===== config.mk =====
export PLATFORM = sky130hd
export DESIGN_NAME = equalizer_serial_control
export DESIGN_NICKNAME = d
export VERILOG_FILES = /design/src/eq_ctrl_pkg.sv /design/src/eq_gain_decoder.sv /design/src/equalizer_serial_control.sv
export SDC_FILE = /design/constraint.sdc
export NUM_CORES = 1
export LEC_CHECK = 0
export BUFFER_PORTS_ARGS = -buffer_cell sky130_fd_sc_hd__buf_2
export CAP_MARGIN = 10
export CORE_AREA = 2 2 203 155
export DETAILED_ROUTE_END_ITERATION = 7
export DIE_AREA = 0 0 205 157
export GPL_ROUTABILITY_DRIVEN = 0
export MAX_ROUTING_LAYER = met4
export PLACE_DENSITY = 0.76
export SETUP_SLACK_MARGIN = 0.4
export SLEW_MARGIN = 20
export SYNTH_ARGS = -nofsm -noshare
export SYNTH_HDL_FRONTEND = slang
export SYNTH_SLANG_ARGS = --single-unit

===== constraint.sdc =====
create_clock -name pclk -period 4.9 [get_ports pclk]
set_clock_uncertainty 0.2 [all_clocks]
set_input_delay 0.49 -clock pclk [delete_from_list [all_inputs] [get_ports pclk]]
set_output_delay 0.49 -clock pclk [all_outputs]
set_load 0.005 [all_outputs]

===== src/eq_ctrl_pkg.sv =====
package eq_ctrl_pkg;
    // word layout, least significant bit shifted first
    localparam int WORD_W = 8;
    localparam int TYPE_BIT = 7;
    localparam int RANGE_A_BIT = 4;
    localparam int RANGE_B_BIT = 5;
    localparam int BAND_LSB = 0;
    localparam int BAND_W = 4;
    localparam int BOOST_BIT = 6;
    localparam int GAIN_LSB = 0;
    localparam int GAIN_W = 6;
    localparam int NUM_BANDS = 14;
    localparam int BANDS_PER_CH = 7;
    localparam int GAIN_STEPS = 12;
    localparam int SW_PER_BAND = 12;

    // apb register byte offsets
    localparam logic [11:0] OFS_STATUS = 12'h000;
    localparam logic [11:0] OFS_BAND = 12'h004;
    localparam logic [11:0] OFS_GAIN_BASE = 12'h040;
    localparam logic [11:0] OFS_SHIFT = 12'h008;

    // reset values
    localparam logic [WORD_W-1:0] BAND_RST = 8'h80;
    localparam logic [WORD_W-1:0] GAIN_RST = 8'h00;

    // gain code field decode
    typedef struct packed {
        logic is_band;
        logic boost;
        logic [GAIN_W-1:0] code;
    } ctrl_word_t;

    typedef struct packed {
        logic [3:0] band;
        logic range_a_narrow;
        logic range_b_narrow;
    } band_sel_t;

    typedef struct packed {
        logic boost;
        logic [3:0] steps;
    } band_gain_t;
endpackage


===== src/eq_gain_decoder.sv =====
`timescale 1ns/1ps
module eq_gain_decoder
    import eq_ctrl_pkg::*;
(
    input wire logic [WORD_W-1:0] word,
    input wire logic narrow,
    output band_gain_t gain,
    output logic [SW_PER_BAND-1:0] switches
);
    // code table: twelve listed codes, one per 1 dB step, flat otherwise
    function automatic logic [3:0] steps_of(input logic [GAIN_W-1:0] c);
        unique case (c)
            6'h20: steps_of = 4'd1;
            6'h10: steps_of = 4'd2;
            6'h08: steps_of = 4'd3;
            6'h04: steps_of = 4'd4;
            6'h02: steps_of = 4'd5;
            6'h12: steps_of = 4'd6;
            6'h2a: steps_of = 4'd7;
            6'h16: steps_of = 4'd8;
            6'h01: steps_of = 4'd9;
            6'h29: steps_of = 4'd10;
            6'h2d: steps_of = 4'd11;
            6'h2f: steps_of = 4'd12;
            default: steps_of = 4'd0;
        endcase
    endfunction

    logic [3:0] st;

    // boost/cut flag chooses sign, code chooses magnitude
    always_comb
    begin
        st = steps_of(word[GAIN_LSB +: GAIN_W]);
        gain.boost = word[BOOST_BIT];
        gain.steps = st;
        switches = '0;
        // flat leaves every switch of the band open
        if (st != 4'd0)
        begin
            // boost switches low half, cut high half; narrow leaves them unchanged
            if (word[BOOST_BIT])
                switches[5:0] = word[GAIN_LSB +: GAIN_W];
            else
                switches[11:6] = word[GAIN_LSB +: GAIN_W];
            if (narrow)
                switches = switches & {SW_PER_BAND{1'b1}};
        end
    end
endmodule


===== src/equalizer_serial_control.sv =====
`timescale 1ns/1ps
module equalizer_serial_control
    import eq_ctrl_pkg::*;
(
    input wire logic pclk,
    input wire logic presetn,
    input wire logic serial_clk,
    input wire logic serial_data,
    input wire logic latch_pulse_n,
    input wire logic psel,
    input wire logic penable,
    input wire logic pwrite,
    input wire logic [11:0] paddr,
    input wire logic [31:0] pwdata,
    output logic [31:0] prdata,
    output logic pready,
    output logic pslverr,
    output logic [NUM_BANDS*SW_PER_BAND-1:0] band_switches,
    output logic range_a_narrow,
    output logic range_b_narrow
);
    // the logic below assumes an eight-bit word split into two halves
    if (WORD_W != 8)
    begin : g_chk_word
        $error("control word must be eight bits wide");
    end

    // one band code per band, two channels of equal size
    if (NUM_BANDS != 2 * BANDS_PER_CH)
    begin : g_chk_bands
        $error("band count must cover two equal channels");
    end

    // a band owns one boost half and one cut half of its switches
    if (SW_PER_BAND != 2 * GAIN_W)
    begin : g_chk_switches
        $error("switch count must be twice the gain code width");
    end

    // band field must sit below the type and range bits
    if (BAND_LSB + BAND_W > RANGE_A_BIT)
    begin : g_chk_band_field
        $error("band field overlaps the range bits");
    end

    // gain code must sit below the boost/cut flag
    if (GAIN_LSB + GAIN_W > BOOST_BIT)
    begin : g_chk_gain_field
        $error("gain field overlaps the boost flag");
    end

    // a four-bit band code can only name fourteen bands
    if (NUM_BANDS > 14)
    begin : g_chk_band_code
        $error("band code cannot address that many bands");
    end

    // two-flop synchronisers for the three pins
    logic [2:0] sync1_q;
    logic [2:0] sync2_q;
    logic [2:0] prev_q;
    always_ff @(posedge pclk or negedge presetn)
    begin
        if (!presetn)
        begin
            // idle levels: latch high, clock low, so no false edge
            sync1_q <= 3'h4;
            sync2_q <= 3'h4;
            prev_q <= 3'h4;
        end
        else
        begin
            sync1_q <= {latch_pulse_n, serial_data, serial_clk};
            sync2_q <= sync1_q;
            prev_q <= sync2_q;
        end
    end

    logic clk_rise;
    logic latch_rise;
    logic latch_low;
    assign clk_rise = sync2_q[0] & ~prev_q[0];
    assign latch_rise = sync2_q[2] & ~prev_q[2];
    assign latch_low = ~sync2_q[2];

    // shift register; newest bit enters at top, so bit 0 ends at lsb
    logic [WORD_W-1:0] shift_q;
    always_ff @(posedge pclk or negedge presetn)
    begin
        if (!presetn)
            shift_q <= '0;
        else if (clk_rise && !latch_low) // host idles during latch
            shift_q <= {sync2_q[1], shift_q[WORD_W-1:1]};
    end

    // holding registers; band word stays until replaced
    logic [WORD_W-1:0] band_q;
    logic [WORD_W-1:0] gain_q [NUM_BANDS];
    logic [3:0] band_code;
    assign band_code = band_q[BAND_LSB +: BAND_W];

    // decoding shared by the gain store and the drop counter
    function automatic logic band_valid(input logic [3:0] code);
        band_valid = (code != 4'h0) && (code != 4'hf);
    endfunction

    // saturating increment: status counters must not wrap to zero
    function automatic logic [3:0] sat_inc(input logic [3:0] v);
        if (v == 4'hf)
            sat_inc = v;
        else
            sat_inc = v + 4'h1;
    endfunction

    // latch completes on rising edge after low phase
    always_ff @(posedge pclk or negedge presetn)
    begin
        if (!presetn)
            band_q <= BAND_RST;
        else if (latch_rise && shift_q[TYPE_BIT]) // band word
            band_q <= shift_q;
    end

    always_ff @(posedge pclk or negedge presetn)
    begin
        if (!presetn)
        begin
            for (int i = 0; i < NUM_BANDS; i++)
                gain_q[i] <= GAIN_RST;
        end
        else if (latch_rise && !shift_q[TYPE_BIT]) // gain word
        begin
            // codes 0 and 15 select no band, so the word is dropped
            if (band_valid(band_code))
                gain_q[band_code - 4'h1] <= shift_q;
        end
    end

    // frame tracker, so software can see where the host stands
    typedef enum logic [1:0] {FR_IDLE, FR_SHIFT, FR_LATCH} frame_t;
    frame_t frame_q;
    frame_t frame_d;
    always_comb
    begin
        frame_d = frame_q;
        unique case (frame_q)
            FR_IDLE:
                if (latch_low)
                    frame_d = FR_LATCH;
                else if (clk_rise)
                    frame_d = FR_SHIFT;
            FR_SHIFT:
                if (latch_low)
                    frame_d = FR_LATCH;
            FR_LATCH:
                if (latch_rise)
                    frame_d = FR_IDLE;
            // two-bit code has one unused value
            default:
                frame_d = FR_IDLE;
        endcase
    end

    always_ff @(posedge pclk or negedge presetn)
    begin
        if (!presetn)
            frame_q <= FR_IDLE;
        else
            frame_q <= frame_d;
    end

    // bits shifted since the last latch; saturates on long frames
    logic [3:0] bits_q;
    always_ff @(posedge pclk or negedge presetn)
    begin
        if (!presetn)
            bits_q <= 4'h0;
        else if (latch_rise)
            bits_q <= 4'h0;
        else if (clk_rise && !latch_low)
            bits_q <= sat_inc(bits_q);
    end

    // last frame had exactly one word; extra bits are legal but lossy
    logic frame_ok_q;
    always_ff @(posedge pclk or negedge presetn)
    begin
        if (!presetn)
            frame_ok_q <= 1'b0;
        else if (latch_rise)
            frame_ok_q <= (bits_q == 4'(WORD_W));
    end

    // type of the last latched word, high for a band word
    logic last_band_q;
    always_ff @(posedge pclk or negedge presetn)
    begin
        if (!presetn)
            last_band_q <= 1'b0;
        else if (latch_rise)
            last_band_q <= shift_q[TYPE_BIT];
    end

    // gain words thrown away because no band was selected
    logic [3:0] drop_q;
    always_ff @(posedge pclk or negedge presetn)
    begin
        if (!presetn)
            drop_q <= 4'h0;
        else if (latch_rise && !shift_q[TYPE_BIT] &&
                 !band_valid(band_code))
            drop_q <= sat_inc(drop_q);
    end

    // status view; pin levels stay in the low three bits
    logic [31:0] status;
    assign status = {14'h0, drop_q, 2'h0, frame_q, bits_q, frame_ok_q,
                     last_band_q, 1'b0, sync2_q};

    assign range_a_narrow = band_q[RANGE_A_BIT];
    assign range_b_narrow = band_q[RANGE_B_BIT];

    // per-band switch decode; channel a bands 1..7, b bands 8..14
    logic [SW_PER_BAND-1:0] sw_d [NUM_BANDS];
    for (genvar g = 0; g < NUM_BANDS; g++)
    begin : g_band
        eq_gain_decoder u_dec (
            .word(gain_q[g]),
            .narrow(g < BANDS_PER_CH ? band_q[RANGE_A_BIT]
                                     : band_q[RANGE_B_BIT]),
            .gain(),
            .switches(sw_d[g])
        );
    end

    // registered switch outputs follow holding registers
    always_ff @(posedge pclk or negedge presetn)
    begin
        if (!presetn)
            band_switches <= '0;
        else
            for (int i = 0; i < NUM_BANDS; i++)
                band_switches[i*SW_PER_BAND +: SW_PER_BAND] <= sw_d[i];
    end

    // apb: zero wait states, read-only status, band, shift and gain views
    logic [3:0] gidx;
    logic in_gain;
    assign gidx = paddr[5:2];
    assign in_gain = (paddr >= OFS_GAIN_BASE) &&
                     (paddr < OFS_GAIN_BASE + 12'h038) &&
                     (paddr[1:0] == 2'b00);
    assign pready = 1'b1;
    logic hit;
    always_comb
    begin
        hit = (paddr == OFS_STATUS) || (paddr == OFS_BAND) ||
              (paddr == OFS_SHIFT) || in_gain;
        pslverr = psel & penable & (~hit | pwrite);
    end

    always_ff @(posedge pclk or negedge presetn)
    begin
        if (!presetn)
            prdata <= '0;
        else if (psel && !penable && !pwrite)
        begin
            prdata <= '0;
            if (paddr == OFS_STATUS)
                prdata <= status;
            else if (paddr == OFS_BAND)
                prdata <= {24'h0, band_q};
            else if (paddr == OFS_SHIFT)
                prdata <= {24'h0, shift_q};
            else if (in_gain)
                prdata <= {24'h0, gain_q[gidx]};
        end
    end
endmodule


==> results.sh <==
export IMPL_finalPower_w=0.00620
export IMPL_antennaDiodeCount=0
export IMPL_grt_pass1_wl_um=57200
export IMPL_grtUsageMet1_pct=33.9
export IMPL_grt_busiest_layer="met2"
export IMPL_synth_ff_type="dfrtp_1"
export IMPL_drv_cap=0
export IMPL_num_vias=10700
export IMPL_crit_required_ns=5.11
export IMPL_yosys_warnings=0
export IMPL_dr_pass1_iters=5
export IMPL_ioPinCount=256
export IMPL_synth_area_um2=14900
export IMPL_fin_setup_tns_ns=0
export IMPL_antenna_left=0
export IMPL_met2_usage_pct=34.2
export IMPL_status="complete, no violations"
export IMPL_ctsHoldBuffers=4
export IMPL_clock_sinks=332
export IMPL_cts_tree="yes"
export IMPL_fmaxAchievable_ghz=0.341
export IMPL_synth_seq_cells=332
export IMPL_max_slew_margin_pct=30.8
export IMPL_arrival_ns=3.14
export IMPL_syn_area_per_cell_um2=11.6
export IMPL_crit_fanout=14
export IMPL_insertion_delay_ns=0.53
export IMPL_syn_inst=1284
export IMPL_fp_dieArea_um2=32200
export IMPL_async_flop_share_pct=100
export IMPL_root_buffer="clkbuf_16"
export IMPL_hold_viol=0
export IMPL_place_area_um2=16000
export IMPL_gr_usage_met3_pct=5.07
export IMPL_final_area_um2=17200
export IMPL_finalCriticalPeriod_ns=2.93
export IMPL_fin_crit_sh_pct=59.9
export IMPL_drt_iter0_drc=738
export IMPL_antenna_found_initial=0
export IMPL_final_nets=1516
export IMPL_grt_pass1_vias=10200
export IMPL_post_route_drc_count=0
export IMPL_wirelength_um=36700
export IMPL_fp_dieH_um=157
export IMPL_finalNonFillerCells=1880
export IMPL_synth_edf_count=0
export IMPL_holdWs_ns=0.152
export IMPL_yosys_top_cells_area="dfrtp_1, mux2_2, and2_1, nand2_1, mux4_2"
export IMPL_critPathLaunchType="flop"
export IMPL_die_width_um=205
export IMPL_rsz0062_at_grt="false"
export IMPL_worstMarginPinSlew_ns=1.03
export IMPL_powerDensity_nw_per_um2=361
export IMPL_cts_repair_resized=0
export IMPL_setup_viol=0
export IMPL_area_growth_pct=15.8
export IMPL_synth_most_common_cell="dfrtp_1"
export IMPL_post_place_cells=1819
export IMPL_yosysTopAreaCell="dfrtp_1"
export IMPL_cts_setup_buffers=0
export IMPL_numCtsBuffers=35
export IMPL_grt_total_usage_pct=23.6
export IMPL_yosysUniqueCellTypes=71
export IMPL_synth_seq_area_share_pct=56.0
export IMPL_timing_final_max_slew_violations=0
export IMPL_vias_per_cell=5.67
export IMPL_power_leakage_nw=8.58
export IMPL_dp_hpwl_um=25300
export IMPL_worst_setup_path_end_kind="flop"
export IMPL_h_tree_depth=2
export IMPL_drive_gt1_share_pct=27.1
export IMPL_clk_pin_slew_worst_paths_ns=0.06
export IMPL_row_count=55
export IMPL_grt_max_degree=153
export IMPL_worstHoldPathType="reg2reg"
export IMPL_ys_top_cells_by_count="dfrtp_1, and2_1, nand2_1"
export IMPL_clockBufferDepth=3
export IMPL_grt_ovfl_total=0
export IMPL_wire_per_inst_um=19.5
export IMPL_synth_top_area_share_pct=55.3
export IMPL_portBuffers=206
export IMPL_start_util_pct=49.5
export IMPL_ir_worst_vdd_mv=0.247
export IMPL_core_area_um2=30000
export IMPL_worst_setup_path_type="reg2reg"
power breakdown:
group	internal, W	switching (W)	leakage [nW]	total (W)
clock network	0.00154	0.00105	0.540	0.00259
logic	0.000230	0.000252	3.46	0.000482
registers	0.00285	0.000277	4.58	0.00313
sequential cells by signal (all words and copies together), names as in the netlist:
| signal | flops |
|---|---|
| band_switches | 168 |
| gain_q | 112 |
| prdata | 16 |
| band_q | 8 |
| shift_q | 8 |
| bits_q | 4 |
| drop_q | 4 |
| sync1_q | 3 |
| sync2_q | 3 |
| frame_q | 2 |
| prev_q | 2 |
| frame_ok_q | 1 |
| last_band_q | 1 |
cell families (layout without fill, tap and decap cells):
group,count (synthesis),in the layout,synth area share [%]
adders and majority gates,5,5,0.387
DFF,332,332,56.0
muxes,129,129,10.9
other,2,17,0.0506
and+or+nand+nor,453,453,17.3
buffers and inverters,129,311,4.10
xor gates and xnor gates,17,17,1.00
AOI/OAI and AO/OA,217,217,10.4
stage by stage:
| step | worst slack [ns] | utilization [%] |
|---|---|---|
| floorplan | 2.77 | - |
| global placement | 2.01 | 53.4 |
| detailed placement | 1.98 | 53.4 |
| CTS | 1.99 | 57.3 |
| global route | 1.78 | 57.3 |
| finish | 1.97 | 57.3 |
final cells by class:
class / count / area [um2]
Fill cell: 2592 / 12800
Sequential cell: 332 / 8310
Multi-Input combinational cell: 838 / 5990
Timing Repair Buffer: 214 / 1120
Clock buffer: 52 / 1060
Tap cell: 399 / 499
Inverter: 40 / 150
Clock inverter: 5 / 57.6
layer usage:
metal / share of wire [%] / wire (um) / vias up
met3: 7.8 / 2870 / 65
li1: - / - / 4869
met1: 45 / 16700 / 5320
met4: 2.2 / 791 / 0
met5: 0 / 0 / -
met2: 45 / 16300 / 399
path summary, 6_finish.rpt:
path / cells past startpoint / slack, ns / startpoint / to
max reg2reg: 4 / 1.97 / sync2_q[2] / gain_q[24]
min: 0 / 0.15 / sync1_q[0] / sync2_q[0]
max in group asynchronous: 3 / 3.05 / presetn / band_switches[167]
max: 4 / 1.97 / sync2_q[2] / gain_q[24]
min in group asynchronous: 2 / 0.27 / presetn / band_switches[95]
min reg2reg: 0 / 0.15 / sync1_q[0] / sync2_q[0]
worst max-delay path, cell delays in order, from the launching register on:
cell	delay, ns
dfstp_2	0.59
nor2b_1	0.55
nand3_1	0.31
nor2b_1	0.76
mux2_2	0.42
cell usage in the layout, fill, tap and decap left out, types with 18 or more instances in the layout:
| master | instances |
|---|---|
| a21o_1 | 19 |
| a21oi_1 | 20 |
| a31oi_1 | 29 |
| and2_1 | 100 |
| buf_2 | 205 |
| clkbuf_16 | 37 |
| dfrtp_1 | 328 |
| inv_1 | 40 |
| mux2_2 | 89 |
| mux2i_1 | 20 |
| nand2_1 | 95 |
| nand2b_1 | 26 |
| nand3_1 | 20 |
| nor2_1 | 69 |
| nor3_1 | 26 |
| nor4_1 | 18 |
| nor4b_1 | 18 |
| o21ai_0 | 44 |
Note: power is estimated with default switching activity, not from simulation.
